==> src/overload_pkg.sv <==
package overload_pkg;

  // Clock and control tick
  localparam int CLK_HZ             = 40_000_000;
  localparam int TICK_PERIOD_US     = 1000;
  localparam int TICK_CYCLES        = CLK_HZ / 1_000_000 * TICK_PERIOD_US;
  localparam int TICKS_PER_TENTH    = 100_000 / TICK_PERIOD_US;

  // Percent values are in units of 0.01 %
  localparam logic [15:0] THRESHOLD_RESET = 16'h2904;  // 105.00 %
  localparam logic [15:0] THRESHOLD_MIN   = 16'h1388;  // 50.00 %
  localparam logic [15:0] THRESHOLD_MAX   = 16'h3A98;  // 150.00 %
  localparam logic [15:0] PEAK_NORMAL     = 16'h3A98;  // 150.00 % tolerated for the hold
  localparam logic [15:0] PEAK_FAN_PUMP   = 16'h2AF8;  // 110.00 % tolerated in fan/pump mode

  // Times are in units of 0.1 s
  localparam logic [15:0] HOLD_RESET      = 16'h0258;  // 60.0 s
  localparam logic [15:0] HOLD_MIN        = 16'h0032;  // 5.0 s
  localparam logic [15:0] HOLD_MAX        = 16'h0258;  // 60.0 s
  localparam logic [15:0] HOLD_FAN_PUMP   = 16'h0258;  // 60.0 s
  localparam logic [15:0] DOWN_RESET      = 16'h0064;  // 10.0 s
  localparam logic [15:0] DOWN_MIN        = 16'h000A;  // 1.0 s
  localparam logic [15:0] DOWN_MAX        = 16'h0064;  // 10.0 s
  localparam logic [15:0] UP_RESET        = 16'h04B0;  // 120.0 s
  localparam logic [15:0] UP_MIN          = 16'h000A;  // 1.0 s
  localparam logic [15:0] UP_MAX          = 16'h1770;  // 600.0 s

  // Register indices
  localparam logic [3:0] REG_THRESHOLD  = 4'h0;
  localparam logic [3:0] REG_HOLD       = 4'h1;
  localparam logic [3:0] REG_DOWN_TIME  = 4'h2;
  localparam logic [3:0] REG_UP_TIME    = 4'h3;
  localparam logic [3:0] REG_STATUS     = 4'h4;
  localparam logic [3:0] REG_LEVEL      = 4'h5;
  localparam logic [3:0] REG_IRQ_STATUS = 4'h6;
  localparam logic [3:0] REG_IRQ_CLEAR  = 4'h7;
  localparam logic [3:0] REG_IRQ_ENABLE = 4'h8;

  // Status and event bit positions
  localparam int STATUS_ACTIVE_BIT = 0;
  localparam int STATUS_FAN_BIT    = 1;
  localparam int STATUS_HOLD_BIT   = 2;
  localparam int EVT_START_BIT     = 0;
  localparam int EVT_FLOOR_BIT     = 1;
  localparam int EVT_RECOVER_BIT   = 2;
  localparam int EVT_COUNT         = 3;

  typedef enum logic [1:0] {
    ST_NORMAL,
    ST_RAMP_DOWN,
    ST_AT_FLOOR,
    ST_RECOVER
  } limiter_state_t;

endpackage

==> src/overload_inverse_time_limiter.sv <==
// How it works
// - While motor current is above the overload threshold (50.00..150.00 %, default 105.00 %) the excess is summed each tick.
// - The limit stays at the nominal ceiling until the hold span is used up, and only then starts to fall.
// - The hold span (5.0..60.0 s, default 60.0 s) is the longest time a 150.0 % current is tolerated.
// - After the hold the limit ramps down to the threshold at a rate set by the down time (1.0..10.0 s, default 10.0 s).
// - When the overload clears the limit ramps back to the ceiling at a rate set by the up time (1.0..600.0 s, default 120.0 s).
// - In fan/pump load mode the tolerated overload is 110.0 % for 60.0 s before any reduction.
// - The active flag is high while the reduced limit acts and low otherwise, and low after reset.
// - The present limit level is reported continuously as a percentage.
`timescale 1ns/1ps
module overload_inverse_time_limiter
  import overload_pkg::*;
#(
  parameter int TICK_DIV = TICK_CYCLES
) (
  input  wire logic        clk_sys,
  input  wire logic        reset_n,
  input  wire logic [15:0] motor_current,
  input  wire logic [15:0] nominal_current_ceiling,
  input  wire logic        fan_pump_load_mode,
  input  wire logic [3:0]  reg_addr,
  input  wire logic [15:0] reg_wdata,
  input  wire logic        reg_wr,
  input  wire logic        reg_rd,
  output logic      [15:0] reg_rdata,
  output logic      [15:0] reduced_limit_level,
  output logic             limit_reduction_active,
  output logic             irq
);

  ////////////////////////////////////////////////////////////////////////////
  // Control tick divider
  //
  // Every slow process below moves only on the one-cycle tick, so all time
  // constants are counted in ticks rather than clock cycles. The default
  // divider gives a 1 ms tick from the 40 MHz clock; a bench may shrink it
  // to shorten runs, and every duration then scales with it.
  // The counter is 32 bits wide so that a much slower tick still fits.

  logic [31:0] tick_count;
  logic        tick;

  // One-cycle enable for every slow-rate process below
  always_ff @(posedge clk_sys) begin
    if (!reset_n) begin
      tick_count <= '0;
      tick       <= 1'b0;
    end else if (tick_count >= 32'(TICK_DIV - 1)) begin
      tick_count <= '0;
      tick       <= 1'b1;
    end else begin
      tick_count <= tick_count + 32'h0000_0001;
      tick       <= 1'b0;
    end
  end

  ////////////////////////////////////////////////////////////////////////////
  // Configuration registers
  //
  // Four tuning values plus the interrupt enable live here. Percentages are
  // held in units of 0.01 % and times in units of 0.1 s, both as plain
  // unsigned 16-bit words.
  // Each write of a tuning value is clamped to its legal range instead of being refused. This
  // way software always reads back what the hardware really uses, and a
  // duration of zero, which would give a divide by zero in the step logic,
  // can never reach the ramps.

  logic [15:0]          overload_threshold;
  logic [15:0]          overload_hold_period;
  logic [15:0]          ramp_down_duration;
  logic [15:0]          recovery_ramp_duration;
  logic [EVT_COUNT-1:0] irq_enable;

  function automatic logic [15:0] clamp16(input logic [15:0] v, input logic [15:0] lo, input logic [15:0] hi);
    clamp16 = (v < lo) ? lo : ((v > hi) ? hi : v);
  endfunction

  // Out-of-range writes are clamped so the ramps never see a zero duration
  always_ff @(posedge clk_sys) begin
    if (!reset_n) begin
      overload_threshold     <= THRESHOLD_RESET;
      overload_hold_period   <= HOLD_RESET;
      ramp_down_duration     <= DOWN_RESET;
      recovery_ramp_duration <= UP_RESET;
      irq_enable             <= '0;
    end else if (reg_wr) begin
      unique case (reg_addr)
        REG_THRESHOLD:  overload_threshold <= clamp16(reg_wdata, THRESHOLD_MIN, THRESHOLD_MAX);
        REG_HOLD:       overload_hold_period <= clamp16(reg_wdata, HOLD_MIN, HOLD_MAX);
        REG_DOWN_TIME:  ramp_down_duration <= clamp16(reg_wdata, DOWN_MIN, DOWN_MAX);
        REG_UP_TIME:    recovery_ramp_duration <= clamp16(reg_wdata, UP_MIN, UP_MAX);
        REG_IRQ_ENABLE: irq_enable <= reg_wdata[EVT_COUNT-1:0];
        default: ;
      endcase
    end
  end

  ////////////////////////////////////////////////////////////////////////////
  // Overload budget and ramp steps
  //
  // The budget is the summed excess that a peak current would build up over
  // the whole hold span. Any smaller overload therefore lasts longer before
  // the limit starts to fall, which gives the inverse-time shape.
  // Fan/pump mode swaps in a lower peak and a fixed hold, so that a
  // quadratic load gets only a small, fixed overload allowance.
  // Both ramp steps come from one integer divide of the span by the ramp
  // length in ticks. A long ramp over a narrow span would round the step to
  // zero, so the step is forced to at least one unit. The ramp then ends
  // early instead of stalling forever.
  // The divides are combinational. They only see the ceiling input and
  // register values, which change rarely, so their depth is a timing cost and not a hazard.

  logic [15:0] peak_level;
  logic [15:0] hold_tenths;
  logic [15:0] floor_level;
  logic [15:0] hold_ticks;
  logic [15:0] peak_excess;
  logic [31:0] overload_budget;
  logic [31:0] down_ticks;
  logic [31:0] up_ticks;
  logic [15:0] span;
  logic [15:0] down_step;
  logic [15:0] up_step;
  logic        overloaded;

  // Fan/pump mode swaps the tolerated peak and the hold span
  assign peak_level  = fan_pump_load_mode ? PEAK_FAN_PUMP : PEAK_NORMAL;
  assign hold_tenths = fan_pump_load_mode ? HOLD_FAN_PUMP : overload_hold_period;
  assign hold_ticks  = 16'(32'(hold_tenths) * TICKS_PER_TENTH);
  assign peak_excess = (peak_level > overload_threshold) ? 16'(peak_level - overload_threshold) : 16'h0001;
  // Budget equals the area of a peak current held for the whole span
  assign overload_budget = 32'(peak_excess) * 32'(hold_ticks);
  assign overloaded  = motor_current > overload_threshold;

  // A ceiling below the threshold pulls the floor down with it
  assign floor_level = (nominal_current_ceiling < overload_threshold) ? nominal_current_ceiling : overload_threshold;
  assign span        = 16'(nominal_current_ceiling - floor_level);
  assign down_ticks  = 32'(ramp_down_duration) * TICKS_PER_TENTH;
  assign up_ticks    = 32'(recovery_ramp_duration) * TICKS_PER_TENTH;

  // Step sizes; a step of at least one unit keeps a short span moving
  always_comb begin
    down_step = 16'(32'(span) / down_ticks);
    up_step   = 16'(32'(span) / up_ticks);
    if (down_step == 16'h0000) begin
      down_step = 16'h0001;
    end
    if (up_step == 16'h0000) begin
      up_step = 16'h0001;
    end
  end

  ////////////////////////////////////////////////////////////////////////////
  // Excess-current integrator
  //
  // Above the threshold the excess over it is added on every tick. Below the
  // threshold the shortfall is taken off again, so short bursts of overload
  // do not add up over a long run.
  // The sum saturates at the budget. This keeps it from wrapping, and it
  // bounds how long recovery takes once the load drops.
  // A current that sits exactly on the threshold neither adds nor drains,
  // so a motor held on the floor keeps the budget spent.
  // The sum is 32 bits wide; the largest budget is well inside that.

  logic [31:0] excess_sum;
  logic [31:0] excess_in;
  logic [31:0] deficit_in;
  logic        budget_spent;

  assign excess_in    = overloaded ? 32'(motor_current - overload_threshold) : 32'h0000_0000;
  assign deficit_in   = overloaded ? 32'h0000_0000 : 32'(overload_threshold - motor_current);
  assign budget_spent = excess_sum >= overload_budget;

  // Sum saturates at the budget and bleeds off while below the threshold
  always_ff @(posedge clk_sys) begin
    if (!reset_n) begin
      excess_sum <= '0;
    end else if (tick) begin
      if (overloaded) begin
        excess_sum <= ((excess_sum + excess_in) > overload_budget) ? overload_budget : excess_sum + excess_in;
      end else if (excess_sum > deficit_in) begin
        excess_sum <= excess_sum - deficit_in;
      end else begin
        excess_sum <= '0;
      end
    end
  end

  ////////////////////////////////////////////////////////////////////////////
  // Limit state machine
  //
  // Normal:    the limit tracks the nominal ceiling.
  // Ramp down: one down step per tick until the floor is reached.
  // At floor:  the limit is held at the floor while the overload stays.
  // Recover:   one up step per tick back to the ceiling.
  // Overload returning during recovery with the budget still spent sends
  // the machine straight back to ramping down, without a new hold span.
  // Events are one-cycle pulses that feed the sticky interrupt bits.
  // The floor is never above the ceiling. This keeps a low ceiling from
  // making the ramp step upward.
  // The up-ramp end test is made on a 17-bit sum so that a large limit plus
  // the up step cannot wrap past 16 bits.

  limiter_state_t       state;
  logic [15:0]          limit;
  logic [EVT_COUNT-1:0] events;

  // Limit follows the ceiling until the budget runs out
  always_ff @(posedge clk_sys) begin
    if (!reset_n) begin
      state  <= ST_NORMAL;
      limit  <= '0;
      events <= '0;
    end else begin
      events <= '0;
      unique case (state)
        ST_NORMAL: begin
          limit <= nominal_current_ceiling;
          if (tick && budget_spent && overloaded) begin
            state                 <= ST_RAMP_DOWN;
            events[EVT_START_BIT] <= 1'b1;
          end
        end
        ST_RAMP_DOWN: begin
          if (tick) begin
            if (!overloaded) begin
              state <= ST_RECOVER;
            end else if (limit <= floor_level + down_step) begin
              limit                 <= floor_level;
              state                 <= ST_AT_FLOOR;
              events[EVT_FLOOR_BIT] <= 1'b1;
            end else begin
              limit <= limit - down_step;
            end
          end
        end
        ST_AT_FLOOR: begin
          limit <= floor_level;
          if (tick && !overloaded) begin
            state <= ST_RECOVER;
          end
        end
        ST_RECOVER: begin
          if (tick) begin
            if (overloaded && budget_spent) begin
              state <= ST_RAMP_DOWN;
            end else if (17'(limit) + 17'(up_step) >= 17'(nominal_current_ceiling)) begin
              limit                   <= nominal_current_ceiling;
              state                   <= ST_NORMAL;
              events[EVT_RECOVER_BIT] <= 1'b1;
            end else begin
              limit <= limit + up_step;
            end
          end
        end
      endcase
    end
  end

  ////////////////////////////////////////////////////////////////////////////
  // Outputs
  //
  // Both outputs come straight from flip-flops. They lag the internal state
  // by one cycle, which the current controller does not notice at tick rate.
  // The active flag is high in every state except normal, recovery included.

  // Registered so the current controller sees a clean value
  always_ff @(posedge clk_sys) begin
    if (!reset_n) begin
      limit_reduction_active <= 1'b0;
      reduced_limit_level    <= '0;
    end else begin
      limit_reduction_active <= state != ST_NORMAL;
      reduced_limit_level    <= limit;
    end
  end

  ////////////////////////////////////////////////////////////////////////////
  // Interrupt status
  //
  // Three sticky bits: limiting started, floor reached, fully recovered.
  // Software clears them by writing ones to the clear index.
  // An event that arrives in the same cycle as a clear is kept, so no edge
  // is lost to a racing clear.

  logic [EVT_COUNT-1:0] irq_status;
  logic [EVT_COUNT-1:0] irq_clear;

  assign irq_clear = (reg_wr && reg_addr == REG_IRQ_CLEAR) ? reg_wdata[EVT_COUNT-1:0] : '0;

  // A new event in the clearing cycle wins over the clear
  always_ff @(posedge clk_sys) begin
    if (!reset_n) begin
      irq_status <= '0;
    end else begin
      irq_status <= (irq_status & ~irq_clear) | events;
    end
  end

  // Level output, one cycle behind the status bits
  always_ff @(posedge clk_sys) begin
    if (!reset_n) begin
      irq <= 1'b0;
    end else begin
      irq <= |(irq_status & irq_enable);
    end
  end

  ////////////////////////////////////////////////////////////////////////////
  // Read port
  //
  // Read data stand only in the cycle after the strobe and are zero
  // otherwise. The bus can then be ORed with other slaves without muxing.
  // The status word shows the active flag, the mode and the spent budget.

  logic [15:0] status_word;

  always_comb begin
    status_word                    = '0;
    status_word[STATUS_ACTIVE_BIT] = limit_reduction_active;
    status_word[STATUS_FAN_BIT]    = fan_pump_load_mode;
    status_word[STATUS_HOLD_BIT]   = budget_spent;
  end

  // Data stand only in the cycle after the strobe; unmapped reads give zero
  always_ff @(posedge clk_sys) begin
    if (!reset_n) begin
      reg_rdata <= '0;
    end else if (reg_rd) begin
      unique case (reg_addr)
        REG_THRESHOLD:  reg_rdata <= overload_threshold;
        REG_HOLD:       reg_rdata <= overload_hold_period;
        REG_DOWN_TIME:  reg_rdata <= ramp_down_duration;
        REG_UP_TIME:    reg_rdata <= recovery_ramp_duration;
        REG_STATUS:     reg_rdata <= status_word;
        REG_LEVEL:      reg_rdata <= reduced_limit_level;
        REG_IRQ_STATUS: reg_rdata <= 16'(irq_status);
        REG_IRQ_ENABLE: reg_rdata <= 16'(irq_enable);
        default:        reg_rdata <= '0;
      endcase
    end else begin
      reg_rdata <= '0;
    end
  end

endmodule

==> config.mk <==
export PLATFORM = sky130hd
export DESIGN_NAME = overload_inverse_time_limiter
export DESIGN_NICKNAME = d
export VERILOG_FILES = /design/src/overload_pkg.sv /design/src/overload_inverse_time_limiter.sv
export SDC_FILE = /design/constraint.sdc
export NUM_CORES = 2
export LEC_CHECK = 0
export ABC_AREA = 1
export BUFFER_PORTS_ARGS = -buffer_cell sky130_fd_sc_hd__buf_4
export CELL_PAD_IN_SITES_DETAIL_PLACEMENT = 1
export CELL_PAD_IN_SITES_GLOBAL_PLACEMENT = 2
export CORE_MARGIN = 3
export CORE_UTILIZATION = 40
export DETAILED_ROUTE_END_ITERATION = 10
export PLACE_DENSITY = 0.95
export SYNTH_ARGS = -nofsm -noshare
export SYNTH_HDL_FRONTEND = slang
export SYNTH_SLANG_ARGS = --single-unit
==> constraint.sdc <==
create_clock -name clk_sys -period 227.7 [get_ports clk_sys]
set_input_delay 45.54 -clock clk_sys [delete_from_list [all_inputs] [get_ports clk_sys]]
set_output_delay 45.54 -clock clk_sys [all_outputs]
set_load 0.01 [all_outputs]
Yosys cells after proc, flatten, opt, wreduce, memory -nomap -nowiden
Index checks and enable logic that the tools add are counted.
{ "totals": {"out_inout_bits": 34, "register_bits": 190, "in_bits": 57} }
{ "op_classes": {"bitwise_logic": 7, "mux": 41, "n_eq_ne": 19, "magnitude_cmp": 16, "add_sub_neg": 11, "n_mul": 4, "n_div": 2, "n_reduce_logical": 24} }
{ "ops": {"columns": ["operator", "n"], "rows": [
  ["$mux 16", 19],
  ["$mux 32", 5],
  ["$pmux 16 s8", 1],
  ["$div 16x23->32", 2],
  ["$gt 32x32->1", 2],
  ["$pmux 16 s4", 1],
  ["$mul 16x5->21 const B", 2],
  ["$sub 16x16->17", 2],
  ["$add 16x16->16", 2],
  ["$add 32x1->32 const B", 1],
  ["$add 32x32->32", 1],
  ["$ge 32x16->1 const B", 1],
  ["$ge 32x32->1", 1],
  ["$logic_not 16->1", 2],
  ["$sub 16x16->16", 2],
  ["$sub 32x32->32", 1],
  ["$mul 16x14->30", 1],
  ["$add 16x16->17", 1],
  ["$ge 17x16->1", 1],
  ["$eq 4x3->1 const B", 4],
  ["$gt 14x16->1", 1],
  ["$gt 16x10->1 const B", 1],
  ["$gt 16x13->1 const B", 1],
  ["$gt 16x14->1 const B", 1],
  ["other kinds (36)", 68]
]} }

Logic depth before layout (Yosys ltp)
{ "logic_depth": {"ltp_word": 12, "mapped_depth": 714, "mapped_depth_nobuf": 679} }

Least setup slack after synthesis
OpenSTA, ideal clock, no wires.
{ "synth_timing": {"path_kind": "input to register", "start": "input port nominal_current_ceiling[15]", "end": "register limit[2]", "arrival_ns": 133.304, "n_path_buf": 38, "path_slack_ns": 94.260, "required_ns": 227.563, "cell_stages": 694, "setup_ns": 0.137, "path_cell_list": "ha_1 nand2_1 inv_1 nand3_1 nor3_1 nand2_1 nand2_1 inv_1 clkbuf_1 o21ai_0 inv_1 ha_1 nand3_1 nand2_2 nand2_1 nand2_1 nand2_1 nand2_1 (+658 left out) o31ai_1 nand3_1 nand2_1 nand3_1 nand2_1 xor2_1 inv_1 ha_1 nand2_1 nor4_1 nand3_1 o2111ai_1 clkbuf_1 a21oi_1 o21ai_0 o2111ai_1 o211ai_1 o22ai_1"} }
{ "synth_between": {"elab_chain_cells": 12} }
{ "synth_lines": {"columns": ["item", "line_no", "source"], "rows": [
  ["start, declared", "overload_inverse_time_limiter.sv:19", "input wire logic [15:0] nominal_current_ceiling,"],
  ["$lt 16x16->1", "overload_inverse_time_limiter.sv:136", "assign floor_level = (nominal_current_ceiling < overload_threshold) ? nominal_current_ceiling : overload_thres ..."],
  ["$mux 16", "overload_inverse_time_limiter.sv:136", null],
  ["$sub 16x16->16", "overload_inverse_time_limiter.sv:137", "assign span = 16'(nominal_current_ceiling - floor_level);"],
  ["$div 16x23->32, on equally long branches", "overload_inverse_time_limiter.sv:144, overload_inverse_time_limiter.sv:143", null],
  ["$logic_not 16->1, on equally long branches", "overload_inverse_time_limiter.sv:148, overload_inverse_time_limiter.sv:145", null],
  ["$mux 16, on equally long branches", "overload_inverse_time_limiter.sv:148, overload_inverse_time_limiter.sv:145", null],
  ["$add 16x16->17 or $add 16x16->16 (tied branches)", "overload_inverse_time_limiter.sv:247, overload_inverse_time_limiter.sv:228", null],
  ["$ge 17x16->1 or $le 16x16->1 (tied branches)", "overload_inverse_time_limiter.sv:247, overload_inverse_time_limiter.sv:228", null],
  ["$mux 16, on equally long branches", "overload_inverse_time_limiter.sv:247, overload_inverse_time_limiter.sv:228", null],
  ["$mux 16, on equally long branches", "overload_inverse_time_limiter.sv:245, overload_inverse_time_limiter.sv:226", null],
  ["$mux 16, on equally long branches", "overload_inverse_time_limiter.sv:244, overload_inverse_time_limiter.sv:225", null],
  ["$pmux 16 s4 *", "overload_inverse_time_limiter.sv:216", "unique case (state)"],
  ["end signal, assigned", "overload_inverse_time_limiter.sv:218", "limit <= nominal_current_ceiling;"],
  ["end signal, assigned", "overload_inverse_time_limiter.sv:248", "limit <= nominal_current_ceiling;"],
  ["end signal, assigned", "overload_inverse_time_limiter.sv:252", "limit <= limit + up_step;"],
  ["end, declared", "overload_inverse_time_limiter.sv:205", "logic [15:0] limit;"]
]} }
Every way passes the cells marked *; elsewhere a longest branch is shown, timed or not. The select of a mux whose other input is x is not followed.
A chain may end at the register's enable or synchronous reset.

Worst setup path after layout
{ "layout_timing": {"start": "input port nominal_current_ceiling[9]", "end": "register limit[5]"} }
Same word-level chain as after synthesis.

==> flow_summary.ini <==
[floorplan]
rows = 155
die-area_um2 = 186000
design.core.area_um2 = 179000
fp.dieH_um = 431
initial_core_util = 0.404
num_io_pins = 91
die_w_um = 431

[synthesis]
synth_ff_type = dfxtp_1
post_synth_num_cell_types = 87
synth-edff-count = 0
synth_sequential_area_ratio = 0.0526
post_synth_instance_area_um2 = 72300
ys_ff_latch = 190
synth_async_sr_flop_share = 0
synth_warnings = 0
gate_count_of_the_mapped_netlist = 11400
synth.avg_cell_area_um2 = 6.34

[layout]
design_area_um2 = 76500
layout_common_cells = nand2_1 (2438), inv_1 (1805), ha_1 (1345)
fillCellCount = 24200
utilization = 0.427
most_frequent_standard_cell_in_the_layout_excluding_fill_and_tap_cells = nand2_1
drive_gt1_frac = 0.0515
layout.nets = 13100
flow.area_growth_from_synthesis_pct = 5.77

[timing]
worst_slew_margin_rel = 0.129
post-route-min-period_ns = 160.22
fin_tns_setup_ns = 0
report.final.slew_viol_count = 0
final.hold.worst_slack_ns = 0.450
setup-violations-final = 0
unrepaired_setup_endpoints_after_global_routing = no
final_hold_viol_count = 0
worst_pin_slew_ns = 1.30
fmax_mhz = 6.24
worst_clock_skew_ns = 0.0276
finalCritPeriodShare = 0.704

[detailed_routing]
route.detailed.drc = 0
detail_route.wirelength_mm = 287
drtAntennaViolNets = 0
avgRoutedWirePerCell_um = 20.7
vias = 77400
dr.pass1.iters = 8
drt_iter0_drc = 4046
ratio_of_routed_vias_to_standard_cells = 5.60

[clock_network]
clkSlewWorstSetupHoldPaths_ns = 0.10
clk_path_buf_depth = 2
holdBufCountCts = 0
cts_resized = 0
cts.htree.levels = 4
cts_root_buf = clkbuf_16
clock_insertion_delay_worst_skew_ns = 0.53
clock_sinks = 190
cts_inserted_buffers = 17
tritoncts_clock_tree = done
buffer_count_from_post_cts_setup_fixing = 0

[worst_setup_path]
crit_path_top_delay_cell = inv_1
path_class = primary input to register
timing.critical_path.from_type = primary input
worst-path-max-fanout = 39
r2r_setup_slack_ns = 111.29
cp_slowest_stage_delay_ns = 0.91
path_common_cell = nand2_1
worst-endpoint-arrival_ns = 160.60
worst_setup_path_end_kind = register
required_time_worst_endpoint_ns = 228.07

[hold_path]
worstHoldPathType = register to register

[global_route]
grt_pass1_wl_mm = 453
globalRouteTotalUtil = 0.303
grt_start_max_net_pins = 71
overflow = 0
grt_antenna_before_repair = 4
vias_in_the_first_global_route = 81800

[job]
cap_violations = 0

[place]
hpwl_mm = 238
port-buffer-count = 90
total_placed_instance_area_um2 = 75900
gpl.final_weighted_congestion = 1.01

[run_status]
status = complete, no violations
-- critical path, delay by kind of cell --
| kind | cells | cell delay, ns |
|---|---|---|
| fa+ha+maj | 34 | 12.02 |
| xor+xnor | 2 | 0.58 |
| buf+inv | 127 | 17.29 |
| simple gates | 242 | 32.74 |
| compound gates | 248 | 51.79 |
| mux | 1 | 0.35 |
-- kinds of logic (layout without fill, tap and decap cells) --
| kind of cell | Yosys count | count (layout) | share of synthesized area |
|---|---|---|---|
| flops | 190 | 190 | 0.0526 |
| xor+xnor | 772 | 772 | 0.0937 |
| buf+inv | 2092 | 2079 | 0.112 |
| simple gates | 4383 | 4383 | 0.262 |
| other cells | 2 | 77 | 0.000104 |
| compound gates | 2400 | 2400 | 0.189 |
| fa+ha+maj | 1548 | 1548 | 0.289 |
| mux | 14 | 14 | 0.00202 |
-- flip-flops by register name, summed over array words and instances, names as in the netlist --
name,count
state,2
irq_enable,3
limit_reduction_active,1
limit,16
irq,1
irq_status,3
recovery_ramp_duration,16
events,3
excess_sum,32
ramp_down_duration,16
tick_count,32
overload_hold_period,16
overload_threshold,16
reg_rdata,16
tick,1
reduced_limit_level,16
-- through the flow --
stage / cells / setup WS (ns)
global route: 13800 / 55.04
finish: 13800 / 67.48
detailed placement: 13800 / 68.61
CTS: 13800 / 68.75
floorplan: 11500 / 94.26
global placement: 13800 / 72.78
-- cell usage after synthesis (13+ instances only) --
| master | instances | area (um^2) |
|---|---|---|
| nand2_4 | 17 | 191 |
| a21oi_2 | 18 | 158 |
| nor3_1 | 123 | 616 |
| xnor2_1 | 275 | 2410 |
| o21a_1 | 17 | 128 |
| o31ai_1 | 36 | 270 |
| inv_2 | 38 | 143 |
| nor4_1 | 39 | 244 |
| nor2_1 | 845 | 3170 |
| o2111ai_1 | 21 | 184 |
| xor2_1 | 495 | 4340 |
| or2_2 | 96 | 601 |
| nand3_2 | 22 | 220 |
| nor2_2 | 29 | 181 |
| a31oi_1 | 44 | 275 |
| nand3_1 | 448 | 2240 |
| o211ai_1 | 101 | 758 |
| inv_1 | 1811 | 6800 |
| nor2_4 | 21 | 236 |
| fa_1 | 203 | 4060 |
| nand2_1 | 2438 | 9150 |
| o21ai_0 | 675 | 3380 |
| o22ai_1 | 41 | 257 |
| a221oi_1 | 29 | 254 |
| a21o_1 | 82 | 616 |
| dfxtp_1 | 190 | 3800 |
| ha_1 | 1345 | 16800 |
| clkbuf_1 | 160 | 601 |
| a21oi_1 | 1008 | 5040 |
| o21bai_1 | 87 | 653 |
| o221ai_1 | 33 | 289 |
| nand3b_1 | 26 | 195 |
| buf_2 | 22 | 110 |
| o21ai_1 | 102 | 510 |
| a211oi_1 | 31 | 233 |
| buf_6 | 13 | 146 |
| nand4_1 | 148 | 926 |
| clkinv_1 | 20 | 75.1 |
| nand2_2 | 84 | 526 |
-- worst paths after layout --
path	cells after the start	start	to
worst min-delay path	2	overload_hold_period[15]	overload_hold_period[15]
worst min register to register	2	overload_hold_period[15]	overload_hold_period[15]
worst max register to register	657	overload_threshold[0]	limit[5]
worst max-delay path	654	nominal_current_ceiling[9]	limit[5]
-- final cells by class --
cell class	instances	area (um^2)	area share
diodes	2	5.00	0.0000654
clock buffers	18	439	0.00574
clock inverters	14	176	0.00231
inverters	1871	7030	0.0919
multi-input cells	9192	60800	0.795
flip-flops and latches	190	3800	0.0497
well taps	2355	2950	0.0385
repair buffers	176	1320	0.0173
-- routing by layer --
layer	track usage	vias to the layer above	part of all wire
li1	-	37700	-
met1	0.371	37600	0.43
met2	0.526	1562	0.47
met3	0.0258	568	0.040
met4	0.158	4	0.061
met5	0	-	0.000094
Power is not shown: default switching activity piles up to over one toggle a cycle in this logic, so the estimate is an artifact.
